`src/shared/awh_pkg.sv`:
```
// Purpose: constants, carriers and state type for the area wait/hold block
// Assumes: one chip-select area, apb register access, pclk at 125 MHz
// Notes:   half-cycle figures are rounded up to whole pclk cycles
package awh_pkg;

	// register map
	localparam logic [11:0] AWH_WAIT_CTRL_OFS = 12'h000;

	// field positions inside the wait control word
	localparam int AWH_RD_WAIT_LSB = 7;
	localparam int AWH_RD_WAIT_MSB = 10;
	localparam int AWH_EXT_MASK_BIT = 6;
	localparam int AWH_RSVD_LSB = 2;
	localparam int AWH_RSVD_MSB = 5;
	localparam int AWH_HOLD_LSB = 0;
	localparam int AWH_HOLD_MSB = 1;

	// reset values
	localparam logic [3:0] AWH_RD_WAIT_RST = 4'ha;
	localparam logic       AWH_EXT_MASK_RST = 1'h0;
	localparam logic [1:0] AWH_HOLD_RST = 2'h0;

	// timing: strobe delay after select is 0.5 cycle, counted in half cycles
	localparam int AWH_SETUP_HALF = 1;
	localparam int AWH_SETUP_CYC = (AWH_SETUP_HALF + 1) / 2;
	// hold time is code + 0.5 cycles; the half rounds up to one cycle
	localparam logic [4:0] AWH_HOLD_EXTRA = 5'h01;

	typedef enum logic [2:0] {
		AWH_IDLE,
		AWH_SETUP,
		AWH_STROBE,
		AWH_HOLD
	} awh_fsm_t;

	// software-visible configuration of the area
	typedef struct packed {
		logic [3:0] rd_wait;
		logic       ext_mask;
		logic [1:0] hold;
	} awh_cfg_t;

	// one access request from the internal side
	typedef struct packed {
		logic        we;
		logic [23:0] addr;
		logic [31:0] wdata;
		logic [3:0]  be;
	} awh_req_t;

	// whole state of the controller
	typedef struct packed {
		awh_cfg_t    cfg;
		awh_fsm_t    fsm;
		logic [4:0]  cnt;
		logic [1:0]  acc_hold;
		logic [3:0]  acc_wait;
		awh_req_t    req;
		logic        cs_act;
		logic        strobe;
		logic        rsp_valid;
		logic [31:0] rdata;
		logic [31:0] prdata;
		logic        slverr;
	} awh_core_t;

	localparam awh_core_t AWH_CORE_RST = '{
		cfg:       '{rd_wait: AWH_RD_WAIT_RST, ext_mask: AWH_EXT_MASK_RST,
		             hold: AWH_HOLD_RST},
		fsm:       AWH_IDLE,
		cnt:       5'h00,
		acc_hold:  2'h0,
		acc_wait:  4'h0,
		req:       '{we: 1'b0, addr: 24'h000000, wdata: 32'h00000000,
		             be: 4'h0},
		cs_act:    1'b0,
		strobe:    1'b0,
		rsp_valid: 1'b0,
		rdata:     32'h00000000,
		prdata:    32'h00000000,
		slverr:    1'b0
	};

	// read wait code to cycles; prohibited codes fall back to the longest
	function automatic logic [4:0] awh_rd_wait_cycles(input logic [3:0] code);
		logic [4:0] cyc;
		cyc = 5'h18;
		case (code)
			4'h0: cyc = 5'h00;
			4'h1: cyc = 5'h01;
			4'h2: cyc = 5'h02;
			4'h3: cyc = 5'h03;
			4'h4: cyc = 5'h04;
			4'h5: cyc = 5'h05;
			4'h6: cyc = 5'h06;
			4'h7: cyc = 5'h08;
			4'h8: cyc = 5'h0a;
			4'h9: cyc = 5'h0c;
			4'ha: cyc = 5'h0e;
			4'hb: cyc = 5'h12;
			4'hc: cyc = 5'h18;
			default: cyc = 5'h18;
		endcase
		return cyc;
	endfunction : awh_rd_wait_cycles

endpackage : awh_pkg

```
`src/awh_ctrl.sv`:
```
// Purpose: one chip-select area: read wait, external wait mask, strobe hold
// Assumes: apb slave with no wait states; pins sampled through two flops
// Notes:   external wait and read data arrive two cycles late via syncs
//
// The register addresses and the APB register port are this design's own decisions.
`timescale 1ns/1ps
`default_nettype none

// What this block does
// - read strobe lasts 1 plus 0..6,8,10,12,14,18,24 wait cycles by code
// - read wait field resets to 1010, fourteen wait cycles
// - mask bit 0 honours external wait, 1 ignores it; resets to 0
// - the mask applies even when the wait count is zero
// - bits 5 to 2 read as zero; software writes zero there
// - address and select stay after strobe for hold code plus half
module awh_ctrl
	import awh_pkg::*;
(
	input  wire logic          pclk,               // bus clock
	input  wire logic          presetn,            // async reset, low
	input  wire logic          psel,               // apb select
	input  wire logic          penable,            // apb access phase
	input  wire logic          pwrite,             // apb direction
	input  wire logic [11:0]   paddr,              // apb byte address
	input  wire logic [31:0]   pwdata,             // apb write data
	input  wire logic [3:0]    pstrb,              // apb byte strobes
	output logic      [31:0]   prdata,             // apb read data
	output logic               pready,             // apb ready
	output logic               pslverr,            // apb error
	input  wire logic          req_valid,          // access request
	input  wire awh_pkg::awh_req_t req,            // request contents
	output logic               req_ready,          // request taken
	output logic               rsp_valid,          // access done pulse
	output logic      [31:0]   rsp_rdata,          // read data
	output logic      [23:0]   ext_addr,           // memory address
	output logic               area_select_n,      // area select, low
	output logic               rd_n,               // read strobe, low
	output logic      [3:0]    byte_lane_strobe_n, // write strobes, low
	output logic      [31:0]   ext_data_out,       // write data to pins
	output logic               ext_data_oe,        // data pins driven
	input  wire logic [31:0]   ext_data_in,        // data pins in
	input  wire logic          ext_wait_n          // external wait, low
);
	import awh_pkg::*;

	awh_core_t   st;
	awh_core_t   next_st;
	logic        wait_sync_n;
	logic [31:0] data_sync;
	logic        wait_act;
	logic        apb_setup;
	logic        apb_access;
	logic        hit;
	logic [31:0] reg_word;

	// pin inputs pass two flops before use
	awh_sync #(.WIDTH(1), .RST(1'b1)) u_wait_sync (
		.clk   (pclk),
		.rst_n (presetn),
		.d     (ext_wait_n),
		.q     (wait_sync_n)
	);

	awh_sync #(.WIDTH(32), .RST(32'h00000000)) u_data_sync (
		.clk   (pclk),
		.rst_n (presetn),
		.d     (ext_data_in),
		.q     (data_sync)
	);

	// decode of apb phases and register image
	always_comb begin
		apb_setup  = psel & ~penable;
		apb_access = psel & penable;
		hit        = (paddr == AWH_WAIT_CTRL_OFS);
		reg_word   = 32'h00000000; // reserved bits stay zero
		reg_word[AWH_RD_WAIT_MSB:AWH_RD_WAIT_LSB] = st.cfg.rd_wait;
		reg_word[AWH_EXT_MASK_BIT] = st.cfg.ext_mask;
		reg_word[AWH_HOLD_MSB:AWH_HOLD_LSB] = st.cfg.hold;
		// wait is looked at only when unmasked
		wait_act   = ~wait_sync_n & ~st.cfg.ext_mask;
	end

	// next state: register file and access sequencer
	always_comb begin
		next_st = st;
		next_st.rsp_valid = 1'b0;

		// read data and error are prepared in the setup phase
		if (apb_setup) begin
			next_st.slverr = ~hit;
			next_st.prdata = hit ? reg_word : 32'h00000000;
		end
		// writes land at the access edge; reserved bits are dropped
		if (apb_access && pwrite && hit) begin
			if (pstrb[0]) begin
				next_st.cfg.rd_wait[0] = pwdata[AWH_RD_WAIT_LSB];
				next_st.cfg.ext_mask   = pwdata[AWH_EXT_MASK_BIT];
				next_st.cfg.hold = pwdata[AWH_HOLD_MSB:AWH_HOLD_LSB];
			end
			if (pstrb[1]) begin
				next_st.cfg.rd_wait[3:1] =
					pwdata[AWH_RD_WAIT_MSB:AWH_RD_WAIT_LSB+1];
			end
		end

		case (st.fsm)
			AWH_IDLE: begin
				if (req_valid) begin
					// wait and hold codes are frozen per access, so a write mid-access
					// cannot change their counts; the mask bit is used live
					next_st.req      = req;
					next_st.acc_wait = st.cfg.rd_wait;
					next_st.acc_hold = st.cfg.hold;
					next_st.cs_act   = 1'b1;
					next_st.fsm      = AWH_SETUP;
				end
			end
			AWH_SETUP: begin
				// half-cycle setup rounds up to one cycle
				next_st.strobe = 1'b1;
				next_st.cnt    = awh_rd_wait_cycles(st.acc_wait);
				next_st.fsm    = AWH_STROBE;
			end
			AWH_STROBE: begin
				if (st.cnt != 5'h00) begin
					next_st.cnt = st.cnt - 5'h01;
				end else if (wait_act) begin
					// hold here while wait is asserted, even at zero count
					next_st.fsm = AWH_STROBE;
				end else begin
					next_st.strobe = 1'b0;
					next_st.rdata  = st.req.we ? 32'h00000000 : data_sync;
					next_st.cnt    = {3'h0, st.acc_hold};
					next_st.fsm    = AWH_HOLD;
				end
			end
			AWH_HOLD: begin
				// select and address held code+1 cycles past strobe
				if (st.cnt != 5'h00) begin
					next_st.cnt = st.cnt - AWH_HOLD_EXTRA;
				end else begin
					next_st.cs_act    = 1'b0;
					next_st.rsp_valid = 1'b1;
					next_st.fsm       = AWH_IDLE;
				end
			end
			default: begin
				next_st = AWH_CORE_RST;
			end
		endcase
	end

	// single state register; reset loads constants only
	always_ff @(posedge pclk or negedge presetn) begin
		if (!presetn) begin
			st <= AWH_CORE_RST;
		end else begin
			st <= next_st;
		end
	end

	// outputs straight from state, handshakes combinational
	assign prdata        = st.prdata;
	assign pslverr       = st.slverr & psel & penable;
	assign pready        = 1'b1;     // zero-wait slave keeps the bus simple
	assign req_ready     = (st.fsm == AWH_IDLE);
	assign rsp_valid     = st.rsp_valid;
	assign rsp_rdata     = st.rdata;
	assign ext_addr      = st.req.addr;
	assign area_select_n = ~st.cs_act;
	assign rd_n          = ~(st.strobe & ~st.req.we);
	assign byte_lane_strobe_n = ~({4{st.strobe & st.req.we}} & st.req.be);
	assign ext_data_out  = st.req.wdata;
	// data driven for the whole selected write, hold included
	assign ext_data_oe   = st.cs_act & st.req.we;

	// helper counters watched only by the checks below
	logic [5:0] strobe_len;
	logic [2:0] hold_len;
	logic       stretched;

	// count strobe and hold cycles of the current access
	always_ff @(posedge pclk or negedge presetn) begin
		if (!presetn) begin
			strobe_len <= 6'h00;
			hold_len   <= 3'h0;
			stretched  <= 1'b0;
		end else begin
			strobe_len <= (st.fsm == AWH_STROBE) ? strobe_len + 6'h01 : 6'h00;
			hold_len   <= (st.fsm == AWH_HOLD) ? hold_len + 3'h1 : 3'h0;
			if (st.fsm == AWH_SETUP) begin
				stretched <= 1'b0;
			end else if (st.fsm == AWH_STROBE && st.cnt == 5'h00
				&& wait_act) begin
				stretched <= 1'b1;
			end
		end
	end
endmodule : awh_ctrl
`default_nettype wire

```
`src/awh_sync.sv`:
```
// Purpose: two-flop synchroniser for pin inputs
// Assumes: d is asynchronous to clk
// Notes:   first stage is read only by the second stage
`timescale 1ns/1ps
`default_nettype none
module awh_sync #(
	parameter int              WIDTH = 1,
	parameter logic [WIDTH-1:0] RST  = '0
) (
	input  wire logic             clk,     // sampling clock
	input  wire logic             rst_n,   // async reset, active low
	input  wire logic [WIDTH-1:0] d,       // asynchronous input
	output logic      [WIDTH-1:0] q        // synchronised output
);
	logic [WIDTH-1:0] meta;

	// two stages to let metastability settle
	always_ff @(posedge clk or negedge rst_n) begin
		if (!rst_n) begin
			meta <= RST;
			q    <= RST;
		end else begin
			meta <= d;
			q    <= meta;
		end
	end
endmodule : awh_sync
`default_nettype wire
```
`config.mk`:
```
export PLATFORM = sky130hd
export DESIGN_NAME = awh_ctrl
export DESIGN_NICKNAME = d
export VERILOG_FILES = /design/src/shared/awh_pkg.sv /design/src/awh_ctrl.sv /design/src/awh_sync.sv
export SDC_FILE = /design/constraint.sdc
export NUM_CORES = 1
export LEC_CHECK = 0
export BUFFER_PORTS_ARGS = -buffer_cell sky130_fd_sc_hd__buf_2
export CAP_MARGIN = 0
export CORE_MARGIN = 2
export CORE_UTILIZATION = 40
export DETAILED_ROUTE_END_ITERATION = 8
export PLACE_DENSITY_LB_ADDON = 0.25
export SLEW_MARGIN = 15
export SYNTH_ARGS = -nofsm -noshare
export SYNTH_HDL_FRONTEND = slang
export SYNTH_SLANG_ARGS = --single-unit
```
`constraint.sdc`:
```
create_clock -name pclk -period 1.85 [get_ports pclk]
set_input_delay 0.185 -clock pclk [delete_from_list [all_inputs] [get_ports pclk]]
set_output_delay 0.185 -clock pclk [all_outputs]
set_load 0.1 [all_outputs]
```
==> run summary, run 1 <==
The flow ran to the end, but the final reports show violations. The final reports fail on negative setup slack. The sink of the worst hold path was ext_addr[12]. The worst path in the final design needs a cycle of 1.943 ns, including I/O delays and setup. The run gives 4 as the count of TritonRoute iterations in the first routing pass.

The synthesized area divided by synthesized cell count is 12.72 um^2. The largest total area in the synthesized netlist belongs to sky130_fd_sc_hd__dfrtp_1. Based on the critical path, the design can be clocked at up to 0.5147 GHz. In this run the critical register-to-register path is captured at rsp_rdata[23].

The cell depth of the worst min-delay path works out to 2. The share of the clock period used by the worst path is 1.050, and the routability congestion estimate is 0.8521. The number of max-slew violations in the final report was 0. The area share of the largest cell type after synthesis works out to 0.5819. The setup check on the worst reg-to-reg path leaves a slack of -0.09 ns. For this run, the leading register cell type out of synthesis is sky130_fd_sc_hd__dfrtp_1.

The tool flagged a number of max-cap violations equal to 0. Pin placement for this block handled 279 I/O pins. The detail route stage leaves a number of antenna-violating nets equal to 0. The worst register-to-register path has a depth of 7. The final-layout fill cell count came out at 1,628. Yosys printed 0 warnings.

The tools report the initial antenna violation count as 0. The mapped netlist covers 7999 um^2. The tree built by TritonCTS fans out to 190 sinks.

By count the netlist is led by sky130_fd_sc_hd__dfrtp_1 (186), sky130_fd_sc_hd__buf_4 (121), sky130_fd_sc_hd__mux2_2 (70). For the die area, the log shows 21,140 um^2. The transition time at the pin with the least slew margin came out at 0.5511 ns.

The startpoint identified for the worst hold timing path is req[48]. Summed over all layers, the routed wires come to 17.49 mm. The all-layer global routing usage is 0.1665.

For the CTS buffer count, the log shows 17. The starting density of the core was 0.4097. The clock reaches the later pin of the worst-skew pair after 0.43 ns.

Setup repair after global routing could not meet its margin everywhere. The register area share after synthesis is 0.5950, and the via count of the first global-routing pass is 5,662. The tools report the nature of the critical path endpoint as a register. Relative to the synthesized area, the layout overhead comes to 32.16%. The floorplan has 51 rows. After clock tree synthesis, the clock-pin slew on the worst setup and hold paths is 0.08 ns.

The total overflow left after global routing is 0. The number of antenna diodes in the final layout is 0. The first routing iteration left 149 violations. Dividing the detail-routed via count by the number of cells gives 4.464. The net count reported at finish is 1,042.

The run gives 629 as the instance count of the mapped netlist. After synthesis, the cell types taking the most area are sky130_fd_sc_hd__dfrtp_1 (58%), sky130_fd_sc_hd__buf_4 (11%), sky130_fd_sc_hd__mux2_2 (9.9%), sky130_fd_sc_hd__mux2i_1 (4.5%), sky130_fd_sc_hd__inv_1 (2.1%). The width of the chip was 145.4 um. The tools report the count of endpoints failing setup in the final report as 32.

The count of input and output buffers works out to 225. Yosys instantiated no cell more often than sky130_fd_sc_hd__dfrtp_1. The region available for standard cell placement spans 19,530 um^2. The share of layout cells above drive strength 1 is 0.4201.

The classification of the worst-slack hold path is input port to register. The final core utilization was 0.5414. Summing all multi-input logic gate instances after layout gives 2221 um^2. The tools report the buffer type at the clock tree root as sky130_fd_sc_hd__clkbuf_16. Counting flops and latches in the post-synthesis netlist gives 190.

The final total negative setup slack is -2.081 ns, and the placed wire-length estimate after detailed placement is 11.44 mm. The die is 145.4 um tall. The critical path start-end classification was register to register. The H-tree depth was 4; the average wire per cell in the routed design was 15.08 um. For the buffer levels on the longest clock path, the log shows 2. The register cell area after layout was 4761 um^2.

Synthesis instantiated 39 different standard cells from the library. The routed layout has 5,178 vias. The startpoint identified for the worst register-to-register timing path is st[135].

The synthesized design contains 0 enable-type register cells. For the final count of hold timing violations, the log shows 0. For this run, design rule violations remaining after detail routing come to 0.

TritonCTS built the clock tree. Across all hold checks on the routed design, the worst slack comes to 0.01783 ns. At the worst endpoint, the required time is 2.20 ns. The post-synthesis async set-or-reset flop share works out to 1.000. The worst setup path is launched from a register.

Of all nets on the critical path, the largest fanout is 8. Worst slew slack as a fraction of its limit: 0.6326. The minimum setup slack in the final design is -0.09278 ns. Entering global routing, the biggest net connects 63 pins.

The tools report the worst clock skew on the final layout as 0.008032 ns. For the worst setup path, the data arrival time is 2.29 ns. For the first-pass GRT wire length, the log shows 28.24 mm.
## registers in the layout (all words and copies together) (netlist names)
name / flops
rsp_rdata: 32
ext_addr: 24
ext_data_out: 32
u_wait_sync.q: 1
prdata: 7
rsp_valid: 1
u_data_sync.q: 32
st: 21
u_data_sync.meta: 32
u_wait_sync.meta: 1
reg_word: 7
## critical path, stage by stage, from the launching register on
cell and delay, ns:
sky130_fd_sc_hd__dfrtp_1 0.40, sky130_fd_sc_hd__inv_2 0.09, sky130_fd_sc_hd__ha_4 0.14, sky130_fd_sc_hd__or4b_4 0.52
sky130_fd_sc_hd__o21ai_4 0.21, sky130_fd_sc_hd__nand2_4 0.13, sky130_fd_sc_hd__clkbuf_16 0.20, sky130_fd_sc_hd__mux2i_1 0.17
## routing by layer
| layer | routed length (um) | GRT usage | up-vias |
|---|---|---|---|
| li1 | - | - | 2432 |
| met1 | 7557 | 0.2049 | 2531 |
| met2 | 8679 | 0.2836 | 193 |
| met3 | 988 | 0.04765 | 22 |
| met4 | 264 | 0.05392 | 0 |
| met5 | 0 | 0 | - |
## worst max path at each step
stage	slack, ns	to	startpoint
2_1_floorplan	0.008	ext_addr[0]	st[140]
3_3_place_gp	-0.003	rsp_rdata[16]	st[136]
3_5_place_dp	-0.04	rsp_rdata[16]	st[136]
4_1_cts	-0.05	rsp_rdata[21]	st[136]
5_1_grt	-0.17	rsp_rdata[23]	st[135]
6_report	-0.09	rsp_rdata[23]	st[135]
## per-stage QoR
step | cell area (um^2) | setup WS [ns] | cells
finish | 10570 | -0.09278 | 1160
CTS | 10460 | -0.04791 | 1156
global route | 10570 | -0.1654 | 1160
global placement | 8847 | -0.003441 | 1026
detailed placement | 8847 | -0.04177 | 1026
floorplan | 8113 | 0.008150 | 653
## cells in the final DEF (no fill, tap or decap), drive strengths merged, types with 4 or more instances in the layout
cell type	Yosys	layout
buf	129	251
dfrtp	186	186
dlygate4sd3	0	97
mux2	70	70
inv	44	52
nand2	38	38
mux2i	36	36
conb	2	26
clkbuf	12	20
o21ai	14	14
a21oi	13	13
ha	12	12
nor2	11	11
nand3	10	10
a22o	10	10
clkinv	0	5
nand2b	4	4
dfstp	4	4
nor4	4	4
nor3b	4	4
## kinds of logic after synthesis
logic type / synth area share
adders and majority gates: 0.01877
DFF: 0.5950
AOI/OAI and AO/OA: 0.03958
and+or+nand+nor: 0.05412
buffers and inverters: 0.1480
muxes: 0.1436
other: 0.0009389
## timing repair
item | CTS | global route
endpoints found under the setup margin | 40 | 45
pin swaps | 0 | 3
gates resized for setup | 3 | 10
buffers inserted | 1 | 1
cloned | 0 | 3
endpoints found under the hold margin | 149 | 0
hold buffers | 97 | 0
## cell type report
type                            instances  area share
Clock buffer                           17     0.04024
Sequential cell                       190      0.4503
Timing Repair Buffer                  351      0.2341
Tap cell                              265     0.03136
Clock inverter                         15     0.01823
Multi-Input combinational cell        278      0.2101
Inverter                               44     0.01562
Power of run 1 is left out: the tool's default activity adds up to more than one toggle a clock period on the data nets, which glitch-free logic cannot reach.
==> run 2, diff against run 1 <==
==> constraint.sdc (replaced) <==
create_clock -name pclk -period 1.7 [get_ports pclk]
set_input_delay 0.17 -clock pclk [delete_from_list [all_inputs] [get_ports pclk]]
set_output_delay 0.17 -clock pclk [all_outputs]
set_load 0.1 [all_outputs]
==> run summary, run 2 (synthesis gave the netlist of run 1 again) <==
The critical path goes through inv_2 -> ha_4 -> or4b_4 -> o21ai_4 -> nand2_4 -> buf_12 -> mux2i_2. The worst slew slack as a fraction of its limit is 0.5789. For this run the aggregate overflow at the end of global routing stands at 0. The area growth from synthesis to layout is 35.01%.

The floorplan has 51 rows. Time the worst path needs with I/O delays and setup: 1.864 ns. Clock tree synthesis found a total of 190 sinks.

The placed wire-length estimate after detailed placement is 11.70 mm. Buffers placed on the I/O ports in this run total 225. The tools report the reg-to-reg critical path startpoint as st[136].

The final count of hold timing violations is 0, and the CTS buffer count is 17. Data on the critical path is required at its endpoint by 2.01 ns. The reg2reg setup slack was -0.16 ns. At the worst endpoint, the arrival time is 2.17 ns.

For the final database, setup skew stands at 0.007489 ns. For the final core utilization, the log shows 0.5531. The number of antenna diodes in the final layout is 0. For the pin with the worst max-slew slack, the measured transition is 0.6316 ns. The mean number of vias per cell was 4.500. The classification of the worst-slack hold path was input port to register. For this run, design rule violations remaining after detail routing come to 0.

Sink of the worst hold path: ext_addr[12]. Nature of the critical path endpoint: a register. The count of TritonRoute iterations in the first routing pass is 4.

The run gives 0.1680 as the all-layer global routing usage. TritonCTS built the clock tree. Along the worst hold path, the cell count comes to 2. The detailed router placed 5,283 vias in this run. The maximum number of pins on one net before global-route repair was 73; the count of nets left with antenna violations after detail routing was 0. STA classifies the critical path startpoint as a register. The run finished, with violations left. The leading cell type in the layout, fill and taps excluded was sky130_fd_sc_hd__buf_2.

The tools report the first-pass GRT wire length as 28.38 mm. The count of endpoints failing setup in the final report was 39. For the minimum setup slack in the final design, the log shows -0.1643 ns. Of all nets on the critical path, the largest fanout is 32. The width of the chip came out at 145.4 um. The number of max-slew violations in the final report was 0.

For the source-to-sink clock delay at the later pin of the worst-skew pair, the log shows 0.42 ns. The tools report the beginning of the worst hold path as req[48]. Setup repair after global routing could not meet its margin everywhere. Launching element of the worst setup path: st[136].

For the worst flop-to-flop path, the logic depth is 7. For this run, the slowest stage of the critical path takes 0.51 ns. In the final routed layout, each cell accounts on average for 14.89 um.

For this block, the initial DRC count from the detailed router was 215. Based on the critical path, the design can be clocked at up to 0.5364 GHz. The tools report the reg-to-reg critical path endpoint as rsp_rdata[14]. The clock passes through at most 2 buffers. 279 I/O pins were placed.

The buffer type at the clock tree root was sky130_fd_sc_hd__clkbuf_16. The final reports fail on negative setup slack. Net count reported at finish: 1,056. The H-tree depth is 4, and the share of layout cells above drive strength 1 is 0.4389. The slowest stage of the critical path is the sky130_fd_sc_hd__or4b_4 cell.

In this run the cell area measured after placement is 8942 um^2. The share of the clock period used by the worst path was 1.097; the standard cell core area was 19,530 um^2. The die covers 21,140 um^2. Across the run, the number of max-cap violations was 0. The finished cells cover 10,800 um^2.

The clock-pin slew on the worst setup and hold paths is 0.08 ns, and the chip height is 145.4 um. The worst setup path is of the register to register kind. The run gives 17.48 mm as the aggregate routed wire length. The smallest hold slack is 0.03157 ns. The top cell types in the final layout, fill and taps aside, are sky130_fd_sc_hd__buf_2 (217), sky130_fd_sc_hd__dfrtp_1 (183), sky130_fd_sc_hd__dlygate4sd3_1 (101). The initial antenna violation count was 0.

The congestion estimate from routability-driven global placement came to 0.7906. The tools report the via count of the first global-routing pass as 5,601. The starting density of the core was 0.4097.
run 2: cell count changes in the layout (fill, tap and decap cells not counted), moves of 3 or more:
cell / before / now
sky130_fd_sc_hd__buf_4: 20 / 30
sky130_fd_sc_hd__buf_2: 222 / 217
sky130_fd_sc_hd__dlygate4sd3_1: 97 / 101
sky130_fd_sc_hd__buf_6: 1 / 4
run 2: through the flow:
step / worst slack [ns] / TNS [ns] / instances
final: -0.1643 / -4.768 / 1174
after global routing: -0.2268 / -7.444 / 1174
after CTS: -0.1475 / -4.853 / 1170
after detailed placement: -0.1572 / -5.399 / 1034
after global placement: -0.1078 / -3.461 / 1034
after floorplan: -0.1121 / -3.720 / 653
run 2: worst max path at each step:
stage                                to  slack (ns)
after floorplan           rsp_rdata[10]       -0.11
after global placement    rsp_rdata[14]       -0.11
after detailed placement  rsp_rdata[10]       -0.16
after CTS                  rsp_rdata[9]       -0.15
after global routing      rsp_rdata[14]       -0.23
final                     rsp_rdata[14]       -0.16
run 2: layer usage:
metal  share of wire  vias up  global-route usage
met4           0.020        0             0.05343
met5               0        -                   0
met1            0.42     2568              0.2082
met2            0.50      221              0.2839
met3           0.060       24             0.05016
li1                -     2470                   -
run 2: final cells by class:
type / count / area (um^2)
tap: 265 / 331.6
clock inverter: 15 / 198.9
sequential: 190 / 4763
clock buffer: 17 / 425.4
fill: 1632 / 8727
inverter: 44 / 167.7
timing repair buffer: 365 / 2621
multi-input combinational: 278 / 2291
run 2: what timing repair did:
action	in CTS	in global routing
hold endpoints to repair	162	0
setup endpoints to repair	90	115
cloned	1	1
pin swaps	1	5
buffers inserted	2	3
hold buffers	101	0
resized for setup	17	16
run 2: critical path: cells and delay by family, from the launching register on:
kind / cells / cell delay [ns]
simple gates: 2 / 0.58
flops: 1 / 0.39
buf+inv: 2 / 0.26
compound gates: 1 / 0.19
mux: 1 / 0.18
fa+ha+maj: 1 / 0.13
Power of run 2 is left out for the same reason.
==> run 3, diff against run 2 <==
--- a/config.mk
+++ b/config.mk
@@ -5,10 +5,11 @@
 export SDC_FILE = /design/constraint.sdc
 export NUM_CORES = 1
 export LEC_CHECK = 0
+export ABC_AREA = 1
 export BUFFER_PORTS_ARGS = -buffer_cell sky130_fd_sc_hd__buf_2
 export CAP_MARGIN = 0
 export CORE_MARGIN = 2
-export CORE_UTILIZATION = 40
+export CORE_UTILIZATION = 45
 export DETAILED_ROUTE_END_ITERATION = 8
 export PLACE_DENSITY_LB_ADDON = 0.25
 export SLEW_MARGIN = 15
==> run summary, run 3 <==
Before antenna repair, the detailed router went through 5 iterations. Timing would allow up to 0.6143 GHz. The leading cell type in the layout, fill and taps excluded was sky130_fd_sc_hd__buf_2.

For the data arrival at the endpoint of the critical path, the log shows 1.46 ns. The flip-flop and latch count after synthesis works out to 190. The startpoint identified for the worst register-to-register timing path is st[140]. Beginning of the worst hold path: pwdata[0]. The area share of the largest cell type after synthesis is 0.5744.

The most critical setup path has its startpoint at st[128]. The run gives 0 as the count of nets left with antenna violations after detail routing. Averaged over all synthesized cells, the footprint is 11.54 um^2. Among all cell types in the netlist, the one instantiated most often is sky130_fd_sc_hd__dfrtp_1.

Fraction of the mapped netlist area in simple logic gates: 0.1087. After detailed routing, the number of remaining DRC violations is 0. The tools report the worst endpoint required time as 1.53 ns. The mean number of vias per cell was 4.466. The mux share of post-synthesis cell area was 0.08338; the routed length on met3 was 979 um. The post-synthesis to final-layout area growth is 28.89%. The summed instance area of the synthesized netlist is 8103 um^2, and the via count of the first global-routing pass is 5,568. The H-tree depth is 4. Registers take 4760 um^2. Setup violations remaining at the end of the flow were counted as 0. Share of layout cells above drive strength 1: 0.4127.

The clock reaches the later pin of the worst-skew pair after 0.43 ns. The tools report the first-pass GRT wire length as 27.80 mm. The detailed router's first-iteration violation count was 243; the aggregate routed wire length was 16.31 mm.

The tools report the smallest hold slack as 0.05677 ns. The core region is 17,840 um^2. The worst setup path is launched from a register. Area occupied by multi-input gates: 2298 um^2. In this run the worst path has a maximum fanout of 7.

Clock skew on the completed layout was measured at 0.009490 ns. The clock passes through at most 2 buffers. Starting density of the core: 0.4542.

Counting instances in the post-synthesis netlist gives the leading cell types as sky130_fd_sc_hd__dfrtp_1 (186), sky130_fd_sc_hd__buf_4 (121), sky130_fd_sc_hd__nand2_1 (111). The xor/xnor share of the synthesized area was 0.003243; the CTS buffer count was 17. After synthesis, the cell types taking the most area are sky130_fd_sc_hd__dfrtp_1 (57%), sky130_fd_sc_hd__buf_4 (11%), sky130_fd_sc_hd__mux2_2 (8.3%), sky130_fd_sc_hd__nand2_1 (5.1%), sky130_fd_sc_hd__o21ai_2 (3.5%). The largest incremental delay on the critical path is 0.50 ns, and the share of the clock period used by the worst path is 0.9576. Fill cells in the final layout number 1,483. The transition time at the pin with the least slew margin was 0.5218 ns. In the layout the commonest cells are sky130_fd_sc_hd__buf_2 (220), sky130_fd_sc_hd__dfrtp_1 (186), sky130_fd_sc_hd__nand2_1 (109). For this block, the via count after detailed routing is 5,301. In this run the clock root is driven by a sky130_fd_sc_hd__clkbuf_16. The number of different library cells in the post-synthesis netlist is 30, and the non-filler instance count after layout is 1,187. The die covers 19,100 um^2. The count of warnings emitted by yosys is 0. For the routability congestion estimate, the log shows 0.7779. Entering global routing, the biggest net connects 44 pins. Buffers placed on the I/O ports in this run total 225.

After floorplanning, the core was divided into 49 placement rows. Traced cell by cell, the critical path runs through nand3_1 -> buf_2. sky130_fd_sc_hd__dfrtp_1 takes more of the synthesized area than any other cell. The adder-cell share of the synthesized area works out to 0.01853. The placed instance area is 8827 um^2. The critical path start-end classification was register to output port. TritonCTS built the clock tree. After detailed routing, the met2 layer carries 7.981 mm of wire. The most used flip-flop cell after synthesis is sky130_fd_sc_hd__dfrtp_1. The final count of hold timing violations came out at 0. The compound-cell area share of the yosys netlist came out at 0.05374.

The worst slew slack as a fraction of its limit came out at 0.6545. For the number of max-slew violations in the final report, the log shows 0. The slowest stage of the critical path belongs to the cell sky130_fd_sc_hd__dfrtp_1. In this run the top signal layer used is met4. The tool flagged a number of max-cap violations equal to 0. The tools report the all-layer global routing usage as 0.1808.

Dividing the detail-routed wire length by the instance count gives 13.74 um. The tools report the register area share after synthesis as 0.5874. The total overflow left after global routing is 0. Summed over all nets, the half-perimeter wirelength after detailed placement is 10.34 mm.

The logs give 0 for the initial antenna violation count and 0 for the setup fix buffers added after clock tree synthesis. The chip height was 138.2 um. Summing all non-filler instances in the final layout gives an area of 10,440 um^2.

For the instance count after placement with tap cells included, the log shows 1,056. The die is 138.2 um wide. In this run, synthesis inferred 0 flip-flops with an integrated enable.

STA classifies the critical path endpoint as an output port. Pin placement for this block handled 279 I/O pins. Synthesis produced 702 cells. Number of sinks driven by the clock tree: 190. The classification of the worst-slack hold path was input port to register. The post-synthesis async set-or-reset flop share works out to 1.000.

The clock-pin slew on the worst setup and hold paths works out to 0.07 ns. The run finished with clean final reports. The final layout contains 1,104 nets. The routed design could run at a clock period as short as 1.628 ns. In the final routing, the length of wire on met1 measures 7.020 mm.

The largest family of logic cells by synthesized area is buffers and inverters.
[run 3: cell type report]
class,count,area share
inverter,34,0.01222
multi-input combinational,362,0.2201
clock buffer,18,0.04205
timing repair buffer,339,0.2263
tap,229,0.02743
clock inverter,14,0.01593
sequential,190,0.4557
antenna,1,0.0002396
[run 3: repair_timing]
| action | CTS | global route |
|---|---|---|
| pin swaps | 0 | 1 |
| hold buffers | 96 | 1 |
| endpoints found under the hold margin | 128 | 1 |
| endpoints found under the setup margin | 2 | 49 |
| gates cloned | 0 | 1 |
| gates resized for setup | 2 | 10 |
[run 3: kinds of logic after synthesis]
kind of cell / Yosys count
AOI/OAI and AO/OA: 63
xor gates and xnor gates: 3
adders and majority gates: 12
buffers and inverters: 174
DFF: 190
muxes: 60
other: 2
and+or+nand+nor: 198
[run 3: final timing paths]
kind,endpoint,slack [ns],depth (start not counted)
max in group asynchronous,rsp_rdata[28],0.80,3
worst min register to register,u_data_sync.q[1],0.35,0
min in group asynchronous,rsp_rdata[7],0.24,2
worst max register to register,reg_word[9],0.09,8
worst max-delay path,byte_lane_strobe_n[3],0.07,2
worst min-delay path,reg_word[0],0.06,4
[run 3: critical path: cells and delay by family, from the launching register on]
kind,cells,cell delay (ns)
and+or+nand+nor,1,0.11
DFF,1,0.50
buffers and inverters,1,0.43
[run 3: per-layer routing]
layer	vias up	GRT usage
met2	176	0.3028
met4	0	0.06445
li1	2594	-
met3	28	0.05230
met5	-	0
met1	2503	0.2250
[run 3: metrics by stage]
step                        util  worst slack [ns]   TNS [ns]
after floorplan                -         -0.009552    -0.2866
after detailed placement  0.4948           0.02724          0
final                     0.5854           0.07211          0
after CTS                 0.5829           0.01157          0
after global placement    0.4948           0.07664          0
after global routing      0.5852         -0.006162  -0.006162
Power of run 3 is left out for the same reason.
